===== src/common/dacc_regs.svh =====
// Register offsets, field positions and reset values of the converter control
`ifndef DACC_REGS_SVH
`define DACC_REGS_SVH

// ----------------------------------------------------------------------------
// Offsets
// ----------------------------------------------------------------------------
`define DACC_CTRL_OFFS      12'h600
`define DACC_CODE_OFFS      12'h604
`define DACC_STAT_OFFS      12'h608

// ----------------------------------------------------------------------------
// Control fields
// ----------------------------------------------------------------------------
`define DACC_CTRL_RST       16'h0200
`define DACC_CTRL_MASK      16'h03ff
`define DACC_RANGE_LO       0
`define DACC_RANGE_HI       1
`define DACC_RATE_BIT       2
`define DACC_INTERP_BIT     3
`define DACC_CLEAR_BIT      4
`define DACC_EDGE_BIT       5
`define DACC_BYPASS_BIT     6
`define DACC_OPAMP_BIT      7
`define DACC_BUFLP_BIT      8
`define DACC_PDOWN_BIT      9

// ----------------------------------------------------------------------------
// Output code fields
// ----------------------------------------------------------------------------
`define DACC_CODE_RST       32'h0000_0000
`define DACC_CODE_MASK      32'h0fff_f000
`define DACC_MAIN_HI        27
`define DACC_MAIN_LO        16
`define DACC_EXTRA_HI       15
`define DACC_EXTRA_LO       12

// ----------------------------------------------------------------------------
// Interpolation clock dividers
// ----------------------------------------------------------------------------
`define DACC_DIV_FAST       6'd16
`define DACC_DIV_SLOW       6'd32

`endif


===== src/common/dacc_pkg.sv =====
// Types shared by the converter control block
package dacc_pkg;

    typedef enum logic [1:0] {
        DACC_RANGE_INTREF,
        DACC_RANGE_EXTREF,
        DACC_RANGE_ALTREF,
        DACC_RANGE_SUPPLY
    } dacc_range_t;

    typedef enum logic [1:0] {
        DACC_MODE_NORMAL,
        DACC_MODE_INTERP,
        DACC_MODE_OPAMP
    } dacc_mode_t;

endpackage


===== src/common/dacc_upd_if.sv =====
// Carrier between the register block and the update engine
`timescale 1ns/1ps
interface dacc_upd_if;
    logic        interp;
    logic        rate_fast;
    logic        edge_timer;
    logic        clear;
    logic        timer_evt;
    logic        uart_clk;
    logic [15:0] code;
    logic [15:0] out_code;
    logic        upd_pulse;

    modport ctrl (
        output interp, rate_fast, edge_timer, clear, timer_evt, uart_clk, code,
        input  out_code, upd_pulse
    );
    modport eng (
        input  interp, rate_fast, edge_timer, clear, timer_evt, uart_clk, code,
        output out_code, upd_pulse
    );
endinterface


===== src/core/dacc_ctrl.sv =====
// Converter data and mode control: APB registers and analog control outputs
//
// What this block does
// - Main 12-bit code sits at bits 27:16
// - Interpolation adds four low bits 15:12
// - Software selects reference source and span
// - Three modes: normal, interpolated, op-amp
// - Normal mode converts a 12-bit code
// - Buffer used unless bypass bit set
// - Interpolation gives 16 bits, slower updates
// - Interpolation update rate from rate field
// - Op-amp mode disables core, frees buffer
// - Mode bit one selects interpolation, zero normal, while the op-amp bit is clear
// - Rate bit: divide by 16 or 32
// - Edge bit: clock or timer falling edge
// - Clear zero forces output and code to zero
`timescale 1ns/1ps
`include "dacc_regs.svh"
module dacc_ctrl (
    input  wire logic                 ref_clk_i,
    input  wire logic                 sys_rst_i,
    input  wire logic                 psel,
    input  wire logic                 penable,
    input  wire logic                 pwrite,
    input  wire logic [11:0]          paddr,
    input  wire logic [31:0]          pwdata,
    output logic                      pready,
    output logic [31:0]               prdata,
    output logic                      pslverr,
    input  wire logic                 uart_domain_clock_i,
    input  wire logic                 timer_channel_zero_event_i,
    output logic [15:0]               conv_code_o,
    output logic                      conv_update_o,
    output dacc_pkg::dacc_range_t     conv_range_o,
    output dacc_pkg::dacc_mode_t      conv_mode_o,
    output logic                      conv_enable_o,
    output logic                      buffer_bypass_o,
    output logic                      buffer_low_power_o,
    output logic                      opamp_pins_en_o,
    output logic                      conv_power_down_o
);
    import dacc_pkg::*;

    logic [15:0] converter_control_reg;
    logic [31:0] converter_output_code;
    logic [15:0] ctrl_next;
    logic [31:0] code_next;
    logic        wr_stb;
    logic        sel_ctrl;
    logic        sel_code;
    logic        sel_stat;
    logic        hit;
    logic        clear_req;
    logic [31:0] rd_mux;
    dacc_mode_t  mode_next;

    dacc_upd_if upd ();

    // ------------------------------------------------------------------------
    // Bus decode
    // ------------------------------------------------------------------------
    assign sel_ctrl = (paddr == `DACC_CTRL_OFFS);
    assign sel_code = (paddr == `DACC_CODE_OFFS);
    assign sel_stat = (paddr == `DACC_STAT_OFFS);
    assign hit      = sel_ctrl | sel_code | sel_stat;
    // Zero-wait slave: the access phase always completes
    assign wr_stb   = psel & penable & pwrite;
    assign rd_mux   = sel_ctrl ? {16'h0000, converter_control_reg}
                    : sel_code ? converter_output_code
                    : sel_stat ? {16'h0000, upd.out_code} : 32'h0000_0000;

    // ------------------------------------------------------------------------
    // Register next values
    // ------------------------------------------------------------------------
    assign ctrl_next = (wr_stb && sel_ctrl)
                     ? (pwdata[15:0] & `DACC_CTRL_MASK)
                     : converter_control_reg;
    // Clear held low keeps the code register at zero as well
    assign clear_req = ~ctrl_next[`DACC_CLEAR_BIT];
    assign code_next = clear_req ? `DACC_CODE_RST
                     : (wr_stb && sel_code)
                       ? (pwdata & `DACC_CODE_MASK)
                       : converter_output_code;

    // Op-amp bit overrides the interpolation selection
    assign mode_next = ctrl_next[`DACC_OPAMP_BIT] ? DACC_MODE_OPAMP
                     : ctrl_next[`DACC_INTERP_BIT] ? DACC_MODE_INTERP
                     : DACC_MODE_NORMAL;

    always_ff @(posedge ref_clk_i) begin
        if (sys_rst_i) begin
            converter_control_reg <= `DACC_CTRL_RST;
            converter_output_code <= `DACC_CODE_RST;
            pready                <= 1'b0;
            pslverr               <= 1'b0;
            prdata                <= 32'h0000_0000;
        end else begin
            converter_control_reg <= ctrl_next;
            converter_output_code <= code_next;
            pready                <= psel & ~penable;
            pslverr               <= psel & ~penable & ~hit;
            prdata                <= (psel & ~penable & ~pwrite) ? rd_mux
                                   : 32'h0000_0000;
        end
    end

    // ------------------------------------------------------------------------
    // Analog control outputs
    // ------------------------------------------------------------------------
    always_ff @(posedge ref_clk_i) begin
        if (sys_rst_i) begin
            conv_range_o       <= DACC_RANGE_INTREF;
            conv_mode_o        <= DACC_MODE_NORMAL;
            conv_enable_o      <= 1'b0;
            buffer_bypass_o    <= 1'b0;
            buffer_low_power_o <= 1'b0;
            opamp_pins_en_o    <= 1'b0;
            conv_power_down_o  <= 1'b1;
            conv_code_o        <= 16'h0000;
            conv_update_o      <= 1'b0;
        end else begin
            conv_range_o       <= dacc_range_t'(ctrl_next[1:0]);
            conv_mode_o        <= mode_next;
            // Power-down in op-amp mode is left to software
            conv_enable_o      <= ~ctrl_next[`DACC_OPAMP_BIT]
                                & ~ctrl_next[`DACC_PDOWN_BIT];
            buffer_bypass_o    <= ctrl_next[`DACC_BYPASS_BIT];
            buffer_low_power_o <= ctrl_next[`DACC_BUFLP_BIT];
            opamp_pins_en_o    <= ctrl_next[`DACC_OPAMP_BIT];
            conv_power_down_o  <= ctrl_next[`DACC_PDOWN_BIT];
            conv_code_o        <= clear_req ? 16'h0000 : upd.out_code;
            conv_update_o      <= upd.upd_pulse;
        end
    end

    // ------------------------------------------------------------------------
    // Update engine
    // ------------------------------------------------------------------------
    assign upd.interp     = converter_control_reg[`DACC_INTERP_BIT];
    assign upd.rate_fast  = converter_control_reg[`DACC_RATE_BIT];
    assign upd.edge_timer = converter_control_reg[`DACC_EDGE_BIT];
    assign upd.clear      = ~converter_control_reg[`DACC_CLEAR_BIT];
    assign upd.timer_evt  = timer_channel_zero_event_i;
    assign upd.uart_clk   = uart_domain_clock_i;
    assign upd.code       = {converter_output_code[`DACC_MAIN_HI:
                                                   `DACC_MAIN_LO],
                             converter_output_code[`DACC_EXTRA_HI:
                                                   `DACC_EXTRA_LO]};

    dacc_update u_update (
        .ref_clk_i (ref_clk_i),
        .sys_rst_i (sys_rst_i),
        .upd       (upd)
    );
endmodule


===== src/core/dacc_update.sv =====
// Update engine: picks the update moment and the interpolation clock
`timescale 1ns/1ps
module dacc_update (
    input  wire logic ref_clk_i,
    input  wire logic sys_rst_i,
    dacc_upd_if.eng   upd
);
    import dacc_pkg::*;

    logic       uart_domain_clock_q1_reg;
    logic       uart_domain_clock_q2_reg;
    logic       uart_domain_clock_q3_reg;
    logic [5:0] div_cnt_reg;
    logic [5:0] div_cnt_next;
    logic       tmr_q_reg;
    logic       uart_domain_clock_rise;
    logic       interp_tick;
    logic       tmr_fall;
    logic       fire;
    logic [5:0] div_top;

    // ------------------------------------------------------------------------
    // Update timing
    // ------------------------------------------------------------------------
    // Edges of the uart domain clock sampled here; it is well below 200 MHz
    assign uart_domain_clock_rise    = uart_domain_clock_q2_reg & ~uart_domain_clock_q3_reg;
    assign div_top      = upd.rate_fast ? `DACC_DIV_FAST : `DACC_DIV_SLOW;
    // At-or-above compare: a switch from /32 to /16 must not run to wrap
    assign interp_tick  = uart_domain_clock_rise && (div_cnt_reg >= div_top - 6'd1);
    assign div_cnt_next = interp_tick ? 6'd0
                        : uart_domain_clock_rise ? div_cnt_reg + 6'd1 : div_cnt_reg;
    assign tmr_fall     = tmr_q_reg & ~upd.timer_evt;
    // Timer fall or every clock; interpolation waits for its slower tick
    assign fire = (upd.edge_timer ? tmr_fall : 1'b1)
                & (~upd.interp | interp_tick);

    always_ff @(posedge ref_clk_i) begin
        uart_domain_clock_q1_reg <= upd.uart_clk;
        uart_domain_clock_q2_reg <= uart_domain_clock_q1_reg;
        uart_domain_clock_q3_reg <= uart_domain_clock_q2_reg;
        tmr_q_reg   <= upd.timer_evt;
        if (sys_rst_i) begin
            div_cnt_reg <= 6'd0;
        end else begin
            div_cnt_reg <= div_cnt_next;
        end
    end

    // Output code: clear acts at once, otherwise loads on the update moment
    always_ff @(posedge ref_clk_i) begin
        if (sys_rst_i || upd.clear) begin
            upd.out_code  <= 16'h0000;
            upd.upd_pulse <= 1'b0;
        end else begin
            upd.upd_pulse <= fire;
            if (fire) begin
                upd.out_code <= upd.interp ? upd.code
                              : {upd.code[15:4], 4'h0};
            end else if (!upd.interp) begin
                // Extra bits drop at once when interpolation is left
                upd.out_code[3:0] <= 4'h0;
            end
        end
    end
endmodule


===== config.mk =====
export PLATFORM = sky130hd
export DESIGN_NAME = dacc_ctrl
export DESIGN_NICKNAME = d
export VERILOG_FILES = /design/src/common/dacc_pkg.sv /design/src/common/dacc_upd_if.sv /design/src/core/dacc_ctrl.sv /design/src/core/dacc_update.sv
export VERILOG_INCLUDE_DIRS = /design/src /design/src/common
export SDC_FILE = /design/constraint.sdc
export NUM_CORES = 1
export LEC_CHECK = 0
export BUFFER_PORTS_ARGS = -buffer_cell sky130_fd_sc_hd__buf_2
export CAP_MARGIN = 25
export CORE_UTILIZATION = 50
export DETAILED_ROUTE_END_ITERATION = 12
export PLACE_DENSITY_LB_ADDON = 0.25
export SLEW_MARGIN = 40
export SYNTH_ARGS = -nofsm -noshare
export SYNTH_HDL_FRONTEND = slang
export SYNTH_SLANG_ARGS = --single-unit

===== constraint.sdc =====
create_clock -name ref_clk_i -period 2.2 [get_ports ref_clk_i]
set_input_delay 0.44 -clock ref_clk_i [delete_from_list [all_inputs] [get_ports ref_clk_i]]
set_output_delay 0.44 -clock ref_clk_i [all_outputs]
set_load 0.005 [all_outputs]

# Word level (Yosys, flattened, before mapping)
# Cells that the tools add are included.
dict set report totals {
  ff_bits 109
}
dict set report op_classes {
  n_addsub 2
  eq_ne 4
  bitwise_logic 24
  reduce_logical 10
  n_lt_le_gt_ge 1
  muxes 11
}
# operator count
set op_table {}
lappend op_table {{== test 12 x 11 -> 1 bit, second input constant} 3}
lappend op_table {{2-to-1 mux 28 bit} 1}
lappend op_table {{2-to-1 mux 10 bit} 2}
lappend op_table {{2-to-1 mux 16 bit} 1}
lappend op_table {{2-to-1 mux 4 bit} 3}
lappend op_table {{NOT 1 bit} 12}
lappend op_table {{AND 1 bit} 9}
lappend op_table {{OR reduction 2 bit} 4}
lappend op_table {{adder 6 x 1 -> 6 bit, second input constant} 1}
lappend op_table {{greater-or-equal comparator 6 bit} 1}
lappend op_table {{2-to-1 mux 6 bit} 1}
lappend op_table {{subtractor 6 x 1 -> 6 bit, second input constant} 1}
lappend op_table {{OR reduction 5 bit} 1}
lappend op_table {{logical AND 1 bit} 3}
lappend op_table {{bitwise OR 1 bit} 3}
lappend op_table {{OR reduction 3 bit} 1}
lappend op_table {{2-to-1 mux 1 bit} 2}
lappend op_table {{2-to-1 mux 2 bit} 1}
lappend op_table {{inequality test 2 x 1 -> 1 bit, second input constant} 1}
lappend op_table {{logical OR 1 bit} 1}

# Logic depth before layout (Yosys ltp)
# Gate-level depths: netlist (run 1).
dict set report logic_depth {
  ltp_word 7
  depth_mapped 7
}

# By module
# Synthesis (run 1) repeated with hierarchy kept, for this count alone.
dict set report unflattened {
  cells_unflattened 326
  hier_area_um2 3622.2
}
# mod n_inst cells_each area_per_inst_um2 seq_area_each_um2
set modules_own_cells {}
lappend modules_own_cells {dacc_ctrl 1 216 2543.7 1501.4}
lappend modules_own_cells {dacc_update 1 110 1078.5 540.5}

# Worst setup path before layout (run 1)
# Ideal clock, no wire load.
dict set report synth_path {
  path_type {input -> register}
  from {in paddr[5]}
  to {reg conv_code_o[10]}
  t_arrival_ps 1644
  path_slack_ps 443
  setup_ps 113
  stages 6
  path_buffers 1
  required_ps 2087
  cell_sequence {nor4_4 -> nand4_4 -> mux2i_4 -> inv_2 -> buf_6 -> and2_4}
}
dict set report synth_between {
  elab_chain_len 5
}
# element line
set synth_lines {}
lappend synth_lines {{start, declared} dacc_ctrl.sv:25} ;# input wire logic [11:0] paddr,
lappend synth_lines {{== test 12 x 11 -> 1 bit (no source line)} n/a}
lappend synth_lines {{logical AND 1 bit} dacc_ctrl.sv:75} ;# assign ctrl_next = (wr_stb && sel_ctrl)
lappend synth_lines {{2-to-1 mux 10 bit} dacc_ctrl.sv:75}
lappend synth_lines {{NOT 1 bit (no source line)} n/a}
lappend synth_lines {{OR reduction 2 bit (no source line)} n/a}
lappend synth_lines {{end signal, assigned} dacc_ctrl.sv:131} ;# conv_code_o <= clear_req ? 16'h0000 : upd.out_code;
lappend synth_lines {{end, declared} dacc_ctrl.sv:32} ;# output logic [15:0] conv_code_o,
# No other way between the ends.
# A chain may end at the register's enable or synchronous reset.

# Final worst setup path (run 1)
dict set report layout_path {
  from {reg u_update.div_cnt_reg[4]}
  to {reg u_update.upd.out_code[3]}
}
dict set report layout_between {
  elab_chain_len 5
  word_cells_on_any_way 6
  cone_classes {1 x order compare; 1 x eq/ne; 1 x mux; 2 x bitwise; 1 x reduce/logical}
}
# element line
set layout_lines {}
lappend layout_lines {{start, declared} dacc_update.sv:13} ;# logic [5:0] div_cnt_reg;
lappend layout_lines {{start signal, assigned} dacc_update.sv:45} ;# div_cnt_reg <= div_cnt_next;
lappend layout_lines {{greater-or-equal comparator 6 bit (*)} dacc_update.sv:29} ;# assign interp_tick = uart_domain_clock_rise && (div_cnt_reg >= div_top - 6'd1);
lappend layout_lines {{logical AND 1 bit (*)} dacc_update.sv:29}
lappend layout_lines {{bitwise OR 1 bit (*)} dacc_update.sv:35} ;# & (~upd.interp | interp_tick);
lappend layout_lines {{AND 1 bit (*)} dacc_update.sv:35}
lappend layout_lines {{inequality test 2 x 1 -> 1 bit (no source line) or 2-to-1 mux 4 bit (tied branches)} n/a}
lappend layout_lines {{end signal, assigned} dacc_update.sv:57} ;# upd.out_code <= upd.interp ? upd.code
lappend layout_lines {{end, declared} dacc_upd_if.sv:20} ;# output out_code, upd_pulse
# Mark *: on every way between the ends. The rest lies on a longest branch, timed or not.

==> summary.txt, run 1 <==
Run status
  • Status: finished, final reports clean

Floorplanning
  • Die Span X: about 87 um
  • Row count: 30
  • Core ar.: 0.00691 sq mm
  • Die Y: 87.3 um
  • Starting Density: 0.527
  • # IOs: between 100 and 150
  • DIE AREA: between 0.007 and 0.008 sq mm

Synth
  • Yosys warns: 0
  • Sequential share of the synthesized area: 0.561
  • Post-synth EDFFs: 0
  • Ys flop type: dfxtp_1
  • Yosys cell types: 40
  • Post-synthesis async set-or-reset flop share: 0
  • Post-synth top cells: dfxtp_1 (102), nand2_1 (76), a21oi_1 (27), and2_1 (23), nor2_1 (19)
  • Synth top area share: 0.561
  • Combinational family with the most area after synthesis: simple AND/OR/NAND/NOR gates
  • Post-Synth Adder-Cell Area: 0.00687
  • Multiplexer share of the synthesized area: 0.0529
  • Synth Area in Simple Gates: 0.251
  • Avg Inst Size Synth: between 9 and 10 sq um
  • Count leader, synth: dfxtp_1
  • Synth area leaders: dfxtp_1 (56%), nand2_1 (7.8%), mux2i_1 (4.7%), and2_1 (4.0%), a21oi_1 (3.7%)
  • Synth Area in Compound Gates: 0.0732
  • Cell accounting for the most synthesized area: dfxtp_1
  • Mapped Cells: about 370
  • Mapped Area: 0.00364 sq mm
  • Yosys reg bits: about 100
  • Area share of xor/xnor cells in the synthesized design: 0.0120

Placement
  • Hpwl dp: 5370 um
  • Port buffer count: 100
  • Worst slack, placed: 0.247 ns
  • RePlAce Congestion: about 0.77

Setup path
  • Setup Crit Path Kind: register to register
  • CP required: about 2.5 ns
  • Top delay family on crit path: flip-flops
  • Crit path capture type: register
  • Startpoint types: register
  • CP max stage delay: approximately 0.35 ns
  • CP max FO: 17
  • Critical Path AT: 2.01 ns
  • R2r setup slk: between 0.4 and 0.5 ns
  • CP max-delay cell: dfxtp_1
  • CP cell instances: ha_1, and3_1, nand3_1, a32oi_2, buf_4, mux2i_1
  • CP bufs+invs: 1

Pwr
  • Clock power share: 0.370
  • Final total power: between 0.003 and 0.004 W
  • Logic pwr share: 0.030
  • Switching share of power: 0.242
  • Leakage: between 1.5 and 2 nW
  • Sequential Power Share: 0.600
  • Pwr Density: approximately 700 mW/mm^2
  • Internal Pwr Total: 0.00235 W
  • NetSw: 0.000748 W
  • VDD IR max: 419 uV

Detailed routing
  • Vias/cell: 4.94
  • Pre-Repair DR Iteration Count: 4
  • Routed wire length: between 7000 and 8000 um
  • Drt drc: 0
  • 1st-iter DRT viols: ~160
  • Detail Route Antenna Nets: 0
  • WL per Instance: between 10 and 15 um
  • Total number of vias: 2,810

Global route
  • Vias in the first global route: between 2k and 3k
  • GR Util met1: 0.279
  • GR peak layer: met2
  • First-pass GRT wire length: between 10,000 and 15,000 um
  • Gr ovfl total: 0
  • GR Util All Layers: 0.210
  • Largest net degree at the start of global routing: 26
  • M2 GR Usage: 0.327
  • Met3 Resource Use GR: 0.0616
  • Initial antenna violation count: 0

Clock tree
  • Clock Latency Late Sink: roughly 0.37 ns
  • Clock Tree Root: clkbuf_8
  • # clock sinks: about 100
  • Number of setup buffers added after CTS: 0
  • Clk buf depth: 2
  • Worst-path clk slew: ~0.10 ns
  • CTS Buf Count: 9
  • CTS tree: done
  • Post-cts resize count: 0
  • # hold bufs at CTS: 0
  • H-Tree Level Count: 3

Final layout
  • ANT cells: 0
  • P&R area growth vs syn: 21.6%
  • Most flops, register: prdata
  • Max reg flops: 28
  • Layout cells sized above 1: 0.313
  • Nets: ~520

STA
  • Final Hold Viols: 0
  • Peak Freq: between 500 and 600 MHz
  • Setup slack after layout: 0.489 ns
  • Post-route clock skew: 0.0163 ns
  • Hold WS: about 0.18 ns
  • Min Tclk post-route: between 1.5 and 2 ns
  • Final setup fails: 0
  • Final TNS setup: 0 ns
  • Max-slew violations: 0
  • Final worst-path cycle share: 0.778
  • RSZ-0062 raised after global routing: no

Worst hold path
  • Hold Path Class: input pin to register

Run
  • Number of max-cap violations: 0
==> final timing paths <==
check                                                       start                                end  cells after the start
worst min-delay path                          uart_domain_clock_i  u_update.uart_domain_clock_q1_reg                      1
worst max register to register            u_update.div_cnt_reg[4]           u_update.upd.out_code[3]                      6
worst min register to register  u_update.uart_domain_clock_q1_reg  u_update.uart_domain_clock_q2_reg                      0
worst max-delay path                      u_update.div_cnt_reg[4]           u_update.upd.out_code[3]                      6
==> worst register-to-register path: cells and delay by family, from the launching register on <==
kind | cells | cell delay (ns)
AO/OA/AOI/OAI | 1 | 0.21
adder cells (fa/ha/maj) | 1 | 0.28
buffers and inverters | 1 | 0.32
flip-flops | 1 | 0.35
multiplexers | 1 | 0.22
AND/OR/NAND/NOR | 2 | 0.27
==> metrics by stage <==
step | instance area (sq um) | util | instances
5_1_grt | 4430 | 0.641 | 569
3_3_place_gp | 4230 | 0.613 | 553
6_report | 4430 | 0.641 | 569
4_1_cts | 4430 | 0.641 | 569
3_5_place_dp | 4230 | 0.613 | 553
2_1_floorplan | 3650 | - | 371
==> layout make-up <==
type	count	area [sq um]
fillers	619	2480
flip-flops and latches	102	2040
multi-input cells	241	1470
repair buffers	113	598
clock buffers	9	124
well taps	96	120
clock inverters	7	75.1
inverters	1	3.75
==> power groups by stage <==
| stage | Combinational [W] | Clock (W) | Sequential (W) |
|---|---|---|---|
| 3_3_place_gp | 0.0000895 | 0 | 0.00190 |
| 5_1_grt | 0.000101 | 0.00123 | 0.00186 |
| 2_1_floorplan | 0.0000351 | 0 | 0.00190 |
| 6_report | 0.0000920 | 0.00115 | 0.00186 |
| 3_5_place_dp | 0.0000909 | 0 | 0.00190 |
| 4_1_cts | 0.0000916 | 0.00117 | 0.00186 |
==> placed cells by master, fill, tap and decap left out, types with 2 or more instances in the layout <==
master and count:
ha_1 2, buf_2 100, nor2_1 19, and3_1 3, nand4_1 3, a22oi_1 10, mux2i_1 17, nand3b_1 3
conb_1 4, nor4_4 2, and2_4 9, clkinv_4 2, inv_8 3, a21oi_1 27, xor2_1 4, nand3_1 10
dfxtp_1 102, nand2_1 76, and2_1 23, a22o_1 3, nor2b_1 6, and4_1 3, buf_4 13, nand2b_1 2
clkbuf_8 9
==> routing by layer <==
metal | routed length (um) | share of wire
met1 | 3530 | 0.46
met2 | 3450 | 0.45
met3 | 579 | 0.076
met4 | 84 | 0.011
met5 | 0 | 0
==> cells by family after synthesis <==
| logic type | after synthesis |
|---|---|
| XOR/XNOR | 5 |
| flip-flops | 102 |
| multiplexers | 18 |
| AO/OA/AOI/OAI | 44 |
| adder cells (fa/ha/maj) | 2 |
| AND/OR/NAND/NOR | 168 |
| buffers and inverters | 28 |
| other | 1 |
No activity file was read; power rests on OpenSTA's default activity.
==> run 2, diff against run 1 <==
CORE_UTILIZATION = 46   (was 50)
clock period = 1.5 ns   (was 2.2 ns; I/O delays follow)
==> run 2 against run 1 <==
The flow now finishes with violations (setup timing). Worst setup slack worse by 0.60 ns. First-iteration DRC count is 28% lower. Utilization is 3.4 points lower. Hold slack worse by 0.13 ns. Critical endpoint is now u_update.upd.out_code[2]. Highest routed layer unchanged. Register-to-register slack worse by 0.60 ns. Critical path depth stayed put.
==> summary.txt, run 2 (synthesis results as in run 1) <==
Setup path
  • CP max FO: 8
  • Start point of the critical path: u_update.div_cnt_reg[4]
  • RR Startpoint: u_update.div_cnt_reg[4]
  • CP bufs+invs: 1
  • Crit path capture type: register
  • Critical Path AT: 1.90 ns
  • CP max stage delay: 0.35 ns
  • CP required: 1.79 ns
  • Startpoint types: register
  • Top delay family on crit path: flip-flops
  • CP max-delay cell: dfxtp_2
  • Setup Crit Path Kind: register to register
  • CP cell instances: ha_4, and3_4, nand3_4, a32oi_4, clkbuf_16, mux2i_1

Pwr
  • Pwr Density: ~1000 mW/mm^2
  • Leakage: 2.07 nW
  • VDD IR max: 514 uV

Final layout
  • Max reg flops: 28
  • Final core area utilization: 0.607
  • Nets: between 500 and 600
  • P&R area growth vs syn: 28.2%
  • Most frequent cells in the layout: dfxtp_1 (100), buf_2 (100), nand2_1 (76), a21oi_1 (27), buf_4 (24)
  • Layout cells sized above 1: 0.346
  • Most flops, register: prdata
  • ANT cells: 0

Clock tree
  • CTS tree: done
  • H-Tree Level Count: 3
  • Clock Latency Late Sink: between 0.3 and 0.4 ns
  • CTS Buf Count: 9
  • Worst-path clk slew: about 0.090 ns
  • Clock Tree Root: clkbuf_8
  • Clk buf depth: 2
  • # clock sinks: between 100 and 150

STA
  • Final setup fails: 17
  • Setup slack after layout: -0.111 ns
  • RSZ-0062 raised after global routing: yes
  • Min Tclk post-route: about 1.6 ns
  • Hold WS: between 0.04 and 0.05 ns
  • Max-slew violations: 0
  • Final worst-path cycle share: 1.07
  • Post-route clock skew: 0.00675 ns
  • Peak Freq: between 600 and 700 MHz
  • Final Hold Viols: 0

Floorplanning
  • Row count: 32
  • DIE AREA: roughly 0.0083 sq mm
  • Starting Density: 0.474
  • Core ar.: roughly 0.0077 sq mm
  • Die Y: between 90 and 100 um
  • # IOs: approximately 110
  • Die Span X: about 90 um

Detailed routing
  • 1st-iter DRT viols: ~120
  • Total number of vias: approximately 2.9k
  • Routed wire length: around 8200 um
  • Detail Route Antenna Nets: 0
  • WL per Instance: approximately 14 um
  • Vias/cell: about 4.8
  • Pre-Repair DR Iteration Count: 4
  • Drt drc: 0

Run status
  • Failing checks: setup timing
  • Status: complete, but fails checks

Global route
  • First-pass GRT wire length: approximately 13,000 um
  • Gr ovfl total: 0
  • Initial antenna violation count: 0
  • GR Util All Layers: 0.206
  • Largest net degree at the start of global routing: 26
  • Vias in the first global route: roughly 2.8k

Worst hold path
  • Hold Startpoint: uart_domain_clock_i
  • Hold Path Class: input pin to register

Run
  • Number of max-cap violations: 0

Placement
  • RePlAce Congestion: roughly 0.82
  • Hpwl dp: ~5800 um
  • Port buffer count: 100
-- run 2: per-stage QoR --
stage	setup slack (ns)	power [W]	setup TNS, ns	cell area [sq um]	instances
detailed placement	-0.252	0.00293	-13.69	4390	573
CTS	-0.107	0.00463	-1.20	4600	589
floorplan	-0.0879	0.00284	-2.14	3670	371
global placement	-0.248	0.00293	-13.04	4390	573
finish	-0.111	0.00459	-1.53	4670	591
global route	-0.175	0.00479	-2.37	4670	591
-- run 2: layer usage --
| metal | global-route usage | vias up | routed length, um |
|---|---|---|---|
| met1 | 0.265 | 1314 | 3810 |
| met2 | 0.338 | 87 | 3860 |
| met5 | 0 | - | 0 |
| li1 | - | 1443 | - |
| met3 | 0.0402 | 12 | 428 |
| met4 | 0.0873 | 0 | 134 |
-- run 2: path summary, 6_finish.rpt --
| kind | endpoint | slack (ns) | cells after the start |
|---|---|---|---|
| max | u_update.upd.out_code[2] | -0.11 | 6 |
| min | u_update.uart_domain_clock_q1_reg | 0.04 | 1 |
| max reg2reg | u_update.upd.out_code[2] | -0.11 | 6 |
| min reg2reg | u_update.uart_domain_clock_q2_reg | 0.34 | 0 |
-- run 2: report_power, final --
part	internal, W	switching, W
registers	0.00272	0.00000549
logic	0.0000777	0.0000725
clock network	0.000787	0.000930
total	0.00358	0.00101
-- run 2: cell type report --
cell class                 instances  area (sq um)
sequential                       102          2040
fill                             653          3020
tap                              102           128
clock buffer                      10           128
inverter                           1          3.75
timing repair buffer             129           786
clock inverter                     6          68.8
multi-input combinational        241          1510
-- run 2: repair_timing --
action                                  in CTS  in global routing
hold buffers                                 0                  0
gates cloned                                 0                  1
hold endpoints to repair                     0                  0
resized for setup                            2                  5
endpoints found under the setup margin      17                 17
setup buffers                                0                  1
